===== src/include/tmhc_regs.svh =====
// Register map, field positions and protocol codes of the message header codec
`ifndef TMHC_REGS_SVH
`define TMHC_REGS_SVH
`define TMHC_ADDR_CTRL 8'h00
`define TMHC_ADDR_TXMSG 8'h04
`define TMHC_ADDR_RXHDR 8'h08
`define TMHC_ADDR_STAT 8'h0C
`define TMHC_CTRL_GO 0
`define TMHC_CTRL_PASS 1
`define TMHC_CTRL_READY 2
`define TMHC_PKT_BYTES 7'h40
`define TMHC_L1_EXTRA 16'h0008
`define TMHC_TARGET_RST 8'h00
// Message kinds
`define TMHC_K_BA_IND 8'h01
`define TMHC_K_BA_RSP 8'h02
`define TMHC_K_BA_FAIL 8'h03
`define TMHC_K_BR_IND 8'h04
`define TMHC_K_BR_RSP 8'h05
`define TMHC_K_BR_FAIL 8'h06
`define TMHC_K_AC_IND 8'h07
`define TMHC_K_AC_RSP 8'h08
`define TMHC_K_AC_FAIL 8'h09
`define TMHC_K_AC_FCNT 8'hFF
`define TMHC_K_REG_IND 8'h0A
`define TMHC_K_REG_DONE 8'h0F
`define TMHC_K_REG_BOFF 8'h11
`define TMHC_K_DEREG 8'h15
`define TMHC_K_HC_IND 8'h22
`define TMHC_K_HC_RSP 8'h23
// Fault codes detected by the parser
`define TMHC_E_NONE 8'h00
`define TMHC_E_CORRUPT 8'h02
`define TMHC_E_INVALID 8'h07
`define TMHC_E_SEQ 8'hFE
// Module-to-terminal header fields
`define TMHC_M_FUNC_AC 3'h0
`define TMHC_M_FUNC_BA 3'h1
`define TMHC_M_FUNC_BR 3'h2
`define TMHC_M_FUNC_DATA 3'h3
`define TMHC_M_FL_SINGLE 2'h3
`endif


===== src/include/tmhc_pkg.sv =====
// Types of the message header codec
package tmhc_pkg;
    typedef enum logic [3:0] {
        TMHC_F_AC = 4'h0, TMHC_F_BA = 4'h1, TMHC_F_BR = 4'h2, TMHC_F_NULL0 = 4'h3,
        TMHC_F_NULL1 = 4'h4, TMHC_F_FL0 = 4'h5, TMHC_F_FL1 = 4'h6, TMHC_F_F0 = 4'h7,
        TMHC_F_F1 = 4'h8, TMHC_F_L0 = 4'h9, TMHC_F_L1 = 4'hA, TMHC_F_M0 = 4'hB,
        TMHC_F_M1 = 4'hC, TMHC_F_FCNT = 4'hD, TMHC_F_RSV0 = 4'hE, TMHC_F_RSV1 = 4'hF
    } tmhc_func_t;
    typedef enum logic [2:0] {
        TMHC_RX_IDLE = 3'b000, TMHC_RX_LEN = 3'b001, TMHC_RX_CH = 3'b010,
        TMHC_RX_BODY = 3'b011, TMHC_RX_DROP = 3'b100
    } tmhc_rx_st_t;
    typedef enum logic [1:0] {
        TMHC_TX_IDLE = 2'b00, TMHC_TX_SEND = 2'b01
    } tmhc_tx_st_t;
    typedef struct packed {
        tmhc_rx_st_t rx_st;
        logic [6:0] idx;
        logic [1:0] sub;
        logic in_msg;
        logic seg_end;
        logic chk;
        logic [15:0] remain;
        logic [7:0] target;
        logic [7:0] kind;
        logic [7:0] tag;
        logic [15:0] count;
        logic flow_ok;
        logic hdr_valid;
        logic pay_valid;
        logic [7:0] pay_byte;
        logic err_valid;
        logic [7:0] err_code;
        tmhc_tx_st_t tx_st;
        logic [2:0] tx_idx;
        logic [7:0] tx_byte;
        logic [7:0] tx_kind;
        logic [15:0] tx_count;
        logic acf_pass;
        logic rx_ready;
        logic [31:0] rdata;
    } tmhc_state_t;
endpackage


===== src/rtl/tmhc_codec.sv =====
// Message header codec of the security module: terminal packet parser and response header builder
`timescale 1ns/1ps
`include "tmhc_regs.svh"
module tmhc_codec import tmhc_pkg::*; (
    input wire logic clock,
    input wire logic rst_n,
    input wire logic [7:0] reg_addr,
    input wire logic [31:0] reg_wdata,
    input wire logic reg_wr,
    input wire logic reg_rd,
    output logic [31:0] reg_rdata,
    input wire logic rx_valid,
    input wire logic rx_first,
    input wire logic rx_last,
    input wire logic [7:0] rx_data,
    output logic hdr_valid,
    output logic [7:0] hdr_kind,
    output logic [7:0] hdr_tag,
    output logic [15:0] hdr_count,
    output logic pay_valid,
    output logic [7:0] pay_byte,
    output logic err_valid,
    output logic [7:0] err_code,
    output logic host_may_write,
    output logic tx_valid,
    output logic [7:0] tx_data,
    input wire logic tx_ready,
    output logic tx_done
);
    tmhc_state_t st_ff;
    tmhc_state_t nxt_st;

    // Transmit-FIFO permission carried by a terminal function code
    function automatic logic func_permits(input logic [3:0] f);
        return (f == TMHC_F_NULL1) || (f == TMHC_F_FL1) || (f == TMHC_F_F1) ||
               (f == TMHC_F_L1) || (f == TMHC_F_M1);
    endfunction

    function automatic logic func_carries_flow(input logic [3:0] f);
        return (f >= 4'h3) && (f <= 4'hC);
    endfunction

    // Kinds that a terminal may send with the common header
    function automatic logic kind_from_terminal(input logic [7:0] k);
        return (k == `TMHC_K_BA_IND) || (k == `TMHC_K_BR_IND) ||
               (k == `TMHC_K_REG_IND) || (k == `TMHC_K_HC_IND);
    endfunction

    // Access-code kinds travel without the common header
    function automatic logic kind_is_acf(input logic [7:0] k);
        return (k == `TMHC_K_AC_RSP) || (k == `TMHC_K_AC_FAIL);
    endfunction

    function automatic logic [2:0] kind_m2t_func(input logic [7:0] k);
        logic [2:0] f;
        f = `TMHC_M_FUNC_DATA;
        if (kind_is_acf(k)) begin
            f = `TMHC_M_FUNC_AC;
        end else if ((k == `TMHC_K_BA_RSP) || (k == `TMHC_K_BA_FAIL)) begin
            f = `TMHC_M_FUNC_BA;
        end else if ((k == `TMHC_K_BR_RSP) || (k == `TMHC_K_BR_FAIL)) begin
            f = `TMHC_M_FUNC_BR;
        end
        return f;
    endfunction

    function automatic tmhc_state_t raise_err(input tmhc_state_t s, input logic [7:0] code);
        tmhc_state_t r;
        r = s;
        r.err_valid = 1'b1;
        r.err_code = code;
        r.rx_st = TMHC_RX_DROP;
        r.in_msg = 1'b0;
        return r;
    endfunction

    logic [3:0] fn;
    logic [15:0] l1_len;
    logic [7:0] h2_m2t;
    logic c_bit;

    always_comb begin
        nxt_st = st_ff;
        fn = rx_data[7:4];
        nxt_st.hdr_valid = 1'b0;
        nxt_st.pay_valid = 1'b0;
        nxt_st.err_valid = 1'b0;
        // Receive side
        if (rx_valid) begin
            nxt_st.idx = st_ff.idx + 7'h01;
            if (rx_first) begin
                nxt_st.idx = 7'h01;
                nxt_st.sub = 2'h0;
                nxt_st.chk = 1'b0;
                if (func_carries_flow(fn)) begin
                    nxt_st.flow_ok = func_permits(fn);
                end
                case (fn)
                    TMHC_F_RSV0, TMHC_F_RSV1: begin
                        nxt_st = raise_err(nxt_st, `TMHC_E_INVALID);
                    end
                    TMHC_F_NULL0, TMHC_F_NULL1: begin
                        nxt_st.rx_st = TMHC_RX_DROP;
                    end
                    TMHC_F_AC, TMHC_F_FCNT: begin
                        // Access-code packets have neither length header nor common header
                        nxt_st.kind = (fn == TMHC_F_AC) ? `TMHC_K_AC_IND : `TMHC_K_AC_FCNT;
                        nxt_st.tag = 8'h00;
                        nxt_st.count = 16'h0000;
                        nxt_st.hdr_valid = 1'b1;
                        nxt_st.in_msg = 1'b0;
                        nxt_st.rx_st = TMHC_RX_BODY;
                    end
                    TMHC_F_L0, TMHC_F_L1, TMHC_F_M0, TMHC_F_M1: begin
                        if (!st_ff.in_msg) begin
                            nxt_st = raise_err(nxt_st, `TMHC_E_SEQ);
                        end else begin
                            nxt_st.chk = 1'b1;
                            nxt_st.seg_end = (fn == TMHC_F_L0) || (fn == TMHC_F_L1);
                            nxt_st.rx_st = TMHC_RX_BODY;
                        end
                    end
                    default: begin
                        // Opening packet: BA, BR, single, or first segment
                        if (st_ff.in_msg) begin
                            nxt_st = raise_err(nxt_st, `TMHC_E_SEQ);
                        end else begin
                            nxt_st.seg_end = (fn != TMHC_F_F0) && (fn != TMHC_F_F1);
                            nxt_st.rx_st = TMHC_RX_LEN;
                        end
                    end
                endcase
            end else if (st_ff.idx >= `TMHC_PKT_BYTES) begin
                nxt_st = raise_err(nxt_st, `TMHC_E_CORRUPT);
            end else begin
                case (st_ff.rx_st)
                    TMHC_RX_LEN: begin
                        // Length/target bytes are consumed; the common header gives the count
                        nxt_st.sub = st_ff.sub + 2'h1;
                        if (st_ff.sub == 2'h0) begin
                            nxt_st.target = rx_data;
                        end
                        if (st_ff.sub == 2'h2) begin
                            nxt_st.sub = 2'h0;
                            nxt_st.rx_st = TMHC_RX_CH;
                        end
                    end
                    TMHC_RX_CH: begin
                        nxt_st.sub = st_ff.sub + 2'h1;
                        case (st_ff.sub)
                            2'h0: nxt_st.kind = rx_data;
                            2'h1: nxt_st.tag = rx_data;
                            2'h2: nxt_st.count[15:8] = rx_data;
                            default: begin
                                nxt_st.count[7:0] = rx_data;
                                nxt_st.remain = {st_ff.count[15:8], rx_data};
                                nxt_st.chk = 1'b1;
                                if (kind_from_terminal(st_ff.kind)) begin
                                    nxt_st.hdr_valid = 1'b1;
                                    nxt_st.in_msg = 1'b1;
                                    nxt_st.rx_st = TMHC_RX_BODY;
                                end else begin
                                    nxt_st = raise_err(nxt_st, `TMHC_E_INVALID);
                                end
                            end
                        endcase
                    end
                    TMHC_RX_BODY: begin
                        nxt_st.pay_valid = 1'b1;
                        nxt_st.pay_byte = rx_data;
                        if (st_ff.chk) begin
                            if (st_ff.remain == 16'h0000) begin
                                nxt_st = raise_err(nxt_st, `TMHC_E_CORRUPT);
                                nxt_st.pay_valid = 1'b0;
                            end else begin
                                nxt_st.remain = st_ff.remain - 16'h0001;
                            end
                        end
                    end
                    default: begin
                    end
                endcase
            end
            // Packet end: a closing packet must have delivered exactly the counted bytes
            if (rx_last && !nxt_st.err_valid) begin
                if ((nxt_st.rx_st == TMHC_RX_LEN) || (nxt_st.rx_st == TMHC_RX_CH)) begin
                    nxt_st = raise_err(nxt_st, `TMHC_E_CORRUPT);
                end else if (nxt_st.rx_st == TMHC_RX_BODY && nxt_st.chk && nxt_st.seg_end) begin
                    nxt_st.in_msg = 1'b0;
                    if (nxt_st.remain != 16'h0000) begin
                        nxt_st = raise_err(nxt_st, `TMHC_E_CORRUPT);
                    end
                end
                nxt_st.rx_st = TMHC_RX_IDLE;
            end
        end
        // Response header builder
        c_bit = kind_is_acf(st_ff.tx_kind) ? st_ff.acf_pass : st_ff.rx_ready;
        h2_m2t = {c_bit, 2'b00, `TMHC_M_FL_SINGLE, kind_m2t_func(st_ff.tx_kind)};
        l1_len = st_ff.tx_count + `TMHC_L1_EXTRA;
        case (st_ff.tx_st)
            TMHC_TX_SEND: begin
                if (tx_ready) begin
                    nxt_st.tx_idx = st_ff.tx_idx + 3'h1;
                    case (st_ff.tx_idx)
                        3'h0: nxt_st.tx_byte = st_ff.target;
                        3'h1: nxt_st.tx_byte = l1_len[15:8];
                        3'h2: nxt_st.tx_byte = l1_len[7:0];
                        3'h3: nxt_st.tx_byte = st_ff.tx_kind;
                        3'h4: nxt_st.tx_byte = st_ff.tag;
                        3'h5: nxt_st.tx_byte = st_ff.tx_count[15:8];
                        3'h6: nxt_st.tx_byte = st_ff.tx_count[7:0];
                        default: nxt_st.tx_byte = 8'h00;
                    endcase
                    if (kind_is_acf(st_ff.tx_kind) || (st_ff.tx_idx == 3'h7)) begin
                        nxt_st.tx_st = TMHC_TX_IDLE;
                    end
                end
            end
            default: begin
                if (reg_wr && (reg_addr == `TMHC_ADDR_CTRL) && reg_wdata[`TMHC_CTRL_GO]) begin
                    nxt_st.tx_st = TMHC_TX_SEND;
                    nxt_st.tx_idx = 3'h0;
                    nxt_st.tx_byte = {reg_wdata[`TMHC_CTRL_PASS] || reg_wdata[`TMHC_CTRL_READY], 7'h00};
                end
            end
        endcase
        if (st_ff.tx_st == TMHC_TX_IDLE && nxt_st.tx_st == TMHC_TX_SEND) begin
            nxt_st.acf_pass = reg_wdata[`TMHC_CTRL_PASS];
            nxt_st.rx_ready = reg_wdata[`TMHC_CTRL_READY];
            c_bit = kind_is_acf(st_ff.tx_kind) ? reg_wdata[`TMHC_CTRL_PASS] : reg_wdata[`TMHC_CTRL_READY];
            nxt_st.tx_byte = {c_bit, h2_m2t[6:0]};
        end
        // Register writes
        if (reg_wr && (reg_addr == `TMHC_ADDR_TXMSG) && (st_ff.tx_st == TMHC_TX_IDLE)) begin
            nxt_st.tx_kind = reg_wdata[7:0];
            nxt_st.tx_count = reg_wdata[23:8];
        end
        // Register reads, answered in the following cycle
        nxt_st.rdata = 32'h0000_0000;
        if (reg_rd) begin
            case (reg_addr)
                `TMHC_ADDR_CTRL: nxt_st.rdata = {29'h0, st_ff.rx_ready, st_ff.acf_pass, 1'b0};
                `TMHC_ADDR_TXMSG: nxt_st.rdata = {8'h00, st_ff.tx_count, st_ff.tx_kind};
                `TMHC_ADDR_RXHDR: nxt_st.rdata = {st_ff.count, st_ff.tag, st_ff.kind};
                `TMHC_ADDR_STAT: nxt_st.rdata = {21'h0, st_ff.in_msg, st_ff.flow_ok,
                                                 st_ff.tx_st == TMHC_TX_SEND, st_ff.err_code};
                default: nxt_st.rdata = 32'h0000_0000;
            endcase
        end
    end

    always_ff @(posedge clock) begin
        if (!rst_n) begin
            st_ff <= '0;
            st_ff.rx_st <= TMHC_RX_IDLE;
            st_ff.tx_st <= TMHC_TX_IDLE;
            st_ff.target <= `TMHC_TARGET_RST;
            st_ff.err_code <= `TMHC_E_NONE;
        end else begin
            st_ff <= nxt_st;
        end
    end

    assign reg_rdata = st_ff.rdata;
    assign hdr_valid = st_ff.hdr_valid;
    assign hdr_kind = st_ff.kind;
    assign hdr_tag = st_ff.tag;
    assign hdr_count = st_ff.count;
    assign pay_valid = st_ff.pay_valid;
    assign pay_byte = st_ff.pay_byte;
    assign err_valid = st_ff.err_valid;
    assign err_code = st_ff.err_code;
    assign host_may_write = st_ff.flow_ok;
    assign tx_valid = (st_ff.tx_st == TMHC_TX_SEND);
    assign tx_data = st_ff.tx_byte;
    assign tx_done = tx_valid && tx_ready && (kind_is_acf(st_ff.tx_kind) || (st_ff.tx_idx == 3'h7));
endmodule // tmhc_codec

===== config.mk =====
export PLATFORM = sky130hd
export DESIGN_NAME = tmhc_codec
export DESIGN_NICKNAME = d
export VERILOG_FILES = /design/src/include/tmhc_pkg.sv /design/src/rtl/tmhc_codec.sv
export VERILOG_INCLUDE_DIRS = /design/src /design/src/include
export SDC_FILE = /design/constraint.sdc
export NUM_CORES = 1
export LEC_CHECK = 0
export BUFFER_PORTS_ARGS = -buffer_cell sky130_fd_sc_hd__buf_4
export CORE_MARGIN = 4
export CORE_UTILIZATION = 58
export CTS_CLUSTER_SIZE = 40
export DETAILED_ROUTE_END_ITERATION = 12
export GPL_ROUTABILITY_DRIVEN = 1
export PLACE_DENSITY = 0.81
export SYNTH_ARGS = -nofsm -noshare
export SYNTH_HDL_FRONTEND = slang
export SYNTH_SLANG_ARGS = --single-unit

===== constraint.sdc =====
create_clock -name clock -period 3.9 [get_ports clock]
set_input_delay 0.78 -clock clock [delete_from_list [all_inputs] [get_ports clock]]
set_output_delay 0.78 -clock clock [all_outputs]
set_load 0.02 [all_outputs]

==> flow_summary.rst <==
.. list-table::
   :header-rows: 1

   * - Metric
     - Value
   * - Unrepaired setup endpoints after global routing
     - false
   * - Worst stage delay on the critical path
     - 0.60 ns
   * - Final antenna diode count
     - 0
   * - Result of the run
     - complete, no violations
   * - Worst clock skew
     - 0.01109 ns
   * - Die Footprint
     - 18450 µm²
   * - Layout cell share with drive strength beyond 1
     - 0.2100
   * - Worst Min Path Start
     - st_ff[33]$_SDFFE_PN0P_
   * - Final HPWL from detailed placement
     - 21.61 mm
   * - Synth-to-Final Area Change
     - 12.26%
   * - Maximum number of buffers from clock root to sink
     - 2
   * - Path type of the worst setup path
     - register to register
   * - Placed Instance Area
     - 10080 µm²
   * - Buffer type at the clock tree root
     - sky130_fd_sc_hd__clkbuf_16
   * - Vias after detailed routing
     - 9281
   * - Number of library cell types mapped by synthesis
     - 86
   * - Cells along the critical path
     - inv_1 -> ha_1 -> or3b_2 -> nor4_4 -> buf_4 -> o311ai_0 -> or4_4 -> nor4_4 -> and2_4 -> a41o_1
   * - Mean instance size in the synthesized netlist
     - 7.860 µm²
   * - Pleak
     - 4.110 nW
   * - Number of inserted filler cells in the final layout
     - 1369
   * - Startpoint class of the critical path
     - register
   * - Max rail drop VDD
     - 341.6 µV
   * - I/O Buffers
     - 141
   * - Hold depth
     - 2
   * - Power density over cell area
     - 351.5 nW/µm²
   * - Register area
     - 3243 µm²
   * - Routed length per placed instance
     - 20.60 µm
   * - Number of register bits inferred by synthesis
     - 162
   * - Number of instances in the synthesized netlist
     - 1206
   * - Count of flip-flops with a built-in enable after synthesis
     - 0
   * - Drc violations
     - 0
   * - Worst min-delay path category
     - register to register
   * - Pin count of the biggest net entering global routing
     - 97
   * - Post-Route Utilization
     - 0.6675
   * - Actual transition at the worst max-transition pin
     - 0.9328 ns
   * - Die span in x
     - 135.8 µm
   * - CTS H-tree depth
     - 4
   * - Proportion of synthesized flip-flops having asynchronous set or reset
     - 0
   * - Crit path buffers/inverters
     - 2
   * - Max Fclk
     - 298.0 MHz
   * - Core Area
     - 15940 µm²
   * - Number of vias per cell after detailed routing
     - 6.361
   * - Clock slew at the register clock pins of the worst setup and hold paths
     - 0.07 ns
   * - Setup TNS after final layout
     - 0 ns
   * - Placed cell count
     - 1427
   * - Final Instance Area
     - 10640 µm²
   * - Total clock buffers created by CTS
     - 17
   * - R2r worst-path depth
     - 10
   * - Proportion of synthesized chip area in sequential cells
     - 0.3421
   * - Post-layout minimum cycle time
     - 3.356 ns
   * - Std cell rows
     - 46
   * - Crit end category
     - register
   * - Crit path required time
     - 4.28 ns
   * - Hold buffer count at CTS
     - 0
   * - YS warnings
     - 0
   * - Headroom to the max-slew limit
     - 0.3715
   * - Initial standard-cell utilization of the core
     - 0.5946
   * - Number of top-level design ports
     - 150
   * - Synthesized Nets
     - 1273
   * - Dominant register cell in the synthesized netlist
     - sky130_fd_sc_hd__dfxtp_1
   * - Launching element of the worst setup path
     - st_ff[131]$_SDFFE_PN0P_
   * - Vertical extent of the die
     - 135.8 µm
   * - Clock net sink count
     - 162
   * - Final wirelength
     - 30.05 mm
   * - Post-synthesis instance area
     - 9479 µm²
   * - Clock tree from TritonCTS
     - built
   * - Fin. Hold Viols
     - 0
   * - Count of nets left with antenna violations after detail routing
     - 0
   * - Final Setup Violations
     - 0
   * - Final Net Count
     - 1297
   * - Overall routing resource usage
     - 0.3248
   * - Clock latency of the later-clocked register in the worst-skew pair
     - 0.44 ns
   * - Highest fanout seen on the critical path
     - 11
   * - Number of global-route vias before repair
     - 8462
   * - Max-cap violations
     - 0
   * - Final weighted congestion in routability-driven placement
     - 1.018
   * - Crit path max-delay cell type
     - sky130_fd_sc_hd__or4_4
   * - Number of cells upsized or downsized after cts
     - 0
   * - Post-CTS Setup Repair Bufs
     - 0
   * - Initial drt markers
     - 1277
   * - Critical path depth
     - 10
   * - Layout Cells excl Fill
     - 1459
   * - Global-route congestion overflow total
     - 0
   * - Area taken by multi-input logic gates
     - 5122 µm²
   * - Max Slew Vio Count
     - 0
   * - Critical path data arrival time
     - 3.74 ns
   * - Startpoint of the worst-slack reg-to-reg timing path
     - st_ff[131]$_SDFFE_PN0P_
   * - Total power after layout
     - 3.740 mW
   * - Crit-path most repeated cell
     - sky130_fd_sc_hd__nor4_4
   * - Drt first pass iters
     - 6
   * - Top delay family on crit path
     - simple AND/OR/NAND/NOR gates
   * - Initial antenna violation count
     - 0
   * - Post-route fraction of the period consumed by the critical path
     - 0.8604
   * - Global-route wire length before repair
     - 47.20 mm
-- path summary, 6_finish.rpt --
check,to,slack (ns)
min,st_ff[33]$_SDFFE_PN0P_,0.46
max reg2reg,err_code[2]$_SDFFE_PN0P_,0.54
max,err_code[2]$_SDFFE_PN0P_,0.54
min reg2reg,st_ff[33]$_SDFFE_PN0P_,0.46
-- flip-flops by register name, indices dropped and copies added (netlist names), 5 cells and up, named ones only --
| register | count |
|---|---|
| reg_rdata | 32 |
| st_ff | 70 |
| hdr_tag | 8 |
| hdr_count | 16 |
| hdr_kind | 8 |
| pay_byte | 8 |
| tx_data | 5 |
| err_code | 8 |
-- logic make-up (layout without fill, tap and decap cells) --
family                   Yosys count  count (layout)  share of synthesized area
XOR/XNOR                          21              21                    0.01940
buffers and inverters            197             234                     0.1181
AO/OA/AOI/OAI                    308             308                     0.2198
flip-flops                       162             162                     0.3421
adder cells (fa/ha/maj)           12              12                    0.01558
AND/OR/NAND/NOR                  466             466                     0.2409
multiplexers                      40              40                    0.04409
-- tightest hold or removal path, stage by stage, from the launching register on --
cell and delay (ns):
sky130_fd_sc_hd__dfxtp_1 0.31, sky130_fd_sc_hd__nand2_1 0.05, sky130_fd_sc_hd__a21oi_1 0.05
-- metrics by stage --
stage	hold slack (ns)	worst slack [ns]
2_1_floorplan	0.4338	0.5905
3_3_place_gp	0.4406	0.3766
3_5_place_dp	0.4484	0.3895
6_report	0.4563	0.5442
4_1_cts	0.4574	0.5737
5_1_grt	0.4836	0.3882
-- area by class of cell --
class / count / area share
Clock buffer: 19 / 0.04162
Clock inverter: 13 / 0.01129
Inverter: 23 / 0.008113
Multi-Input combinational cell: 847 / 0.4814
Sequential cell: 162 / 0.3048
Tap cell: 216 / 0.02540
Timing Repair Buffer: 179 / 0.1275
-- power breakdown --
part | switching, mW | internal (mW) | leakage [nW]
sequential | 0.0309 | 1.67 | 1.31
clock | 0.766 | 0.857 | 0.277
combinational | 0.254 | 0.158 | 2.52
total | 1.05 | 2.69 | 4.11
-- synth_stat cells (9+ instances only) --
library cell,number,area [µm²]
sky130_fd_sc_hd__a211oi_1,11,82.58
sky130_fd_sc_hd__a21oi_1,97,485.5
sky130_fd_sc_hd__a221oi_1,10,87.58
sky130_fd_sc_hd__a22oi_1,36,270.3
sky130_fd_sc_hd__a31oi_1,17,106.4
sky130_fd_sc_hd__a32oi_1,9,78.83
sky130_fd_sc_hd__and2_1,11,68.82
sky130_fd_sc_hd__and3_1,16,100.1
sky130_fd_sc_hd__buf_4,88,660.6
sky130_fd_sc_hd__clkbuf_1,70,262.8
sky130_fd_sc_hd__dfxtp_1,162,3243
sky130_fd_sc_hd__ha_1,11,137.6
sky130_fd_sc_hd__inv_1,21,78.83
sky130_fd_sc_hd__mux2_2,14,157.7
sky130_fd_sc_hd__mux2i_1,26,260.3
sky130_fd_sc_hd__nand2_1,148,555.5
sky130_fd_sc_hd__nand2b_1,15,93.84
sky130_fd_sc_hd__nand3_1,36,180.2
sky130_fd_sc_hd__nand4_1,11,68.82
sky130_fd_sc_hd__nor2_1,135,506.7
sky130_fd_sc_hd__nor2b_1,10,62.56
sky130_fd_sc_hd__nor3_1,19,95.09
sky130_fd_sc_hd__nor4_1,13,81.33
sky130_fd_sc_hd__o211ai_1,10,75.07
sky130_fd_sc_hd__o21ai_0,47,235.2
sky130_fd_sc_hd__or3_1,9,56.30
sky130_fd_sc_hd__xnor2_1,10,87.58
sky130_fd_sc_hd__xor2_1,11,96.34
-- per-layer routing --
metal,wire length (µm),GRT usage,up-vias,part of all wire
met3,3372,0.06514,72,0.11
met1,12700,0.4715,4378,0.42
li1,-,-,4282,-
met4,789,0.1109,0,0.026
met2,13190,0.4823,549,0.44
met5,0,0,-,0
-- cell usage in the layout, fill, tap and decap left out, types with 16 or more instances in the layout --
| cell type | instances |
|---|---|
| sky130_fd_sc_hd__a21oi_1 | 97 |
| sky130_fd_sc_hd__a22oi_1 | 36 |
| sky130_fd_sc_hd__a31oi_1 | 17 |
| sky130_fd_sc_hd__and3_1 | 16 |
| sky130_fd_sc_hd__buf_4 | 178 |
| sky130_fd_sc_hd__clkbuf_16 | 17 |
| sky130_fd_sc_hd__dfxtp_1 | 162 |
| sky130_fd_sc_hd__inv_1 | 21 |
| sky130_fd_sc_hd__mux2i_1 | 26 |
| sky130_fd_sc_hd__nand2_1 | 148 |
| sky130_fd_sc_hd__nand3_1 | 36 |
| sky130_fd_sc_hd__nor2_1 | 135 |
| sky130_fd_sc_hd__nor3_1 | 19 |
| sky130_fd_sc_hd__o21ai_0 | 47 |
(Power assumes the default switching activity.)
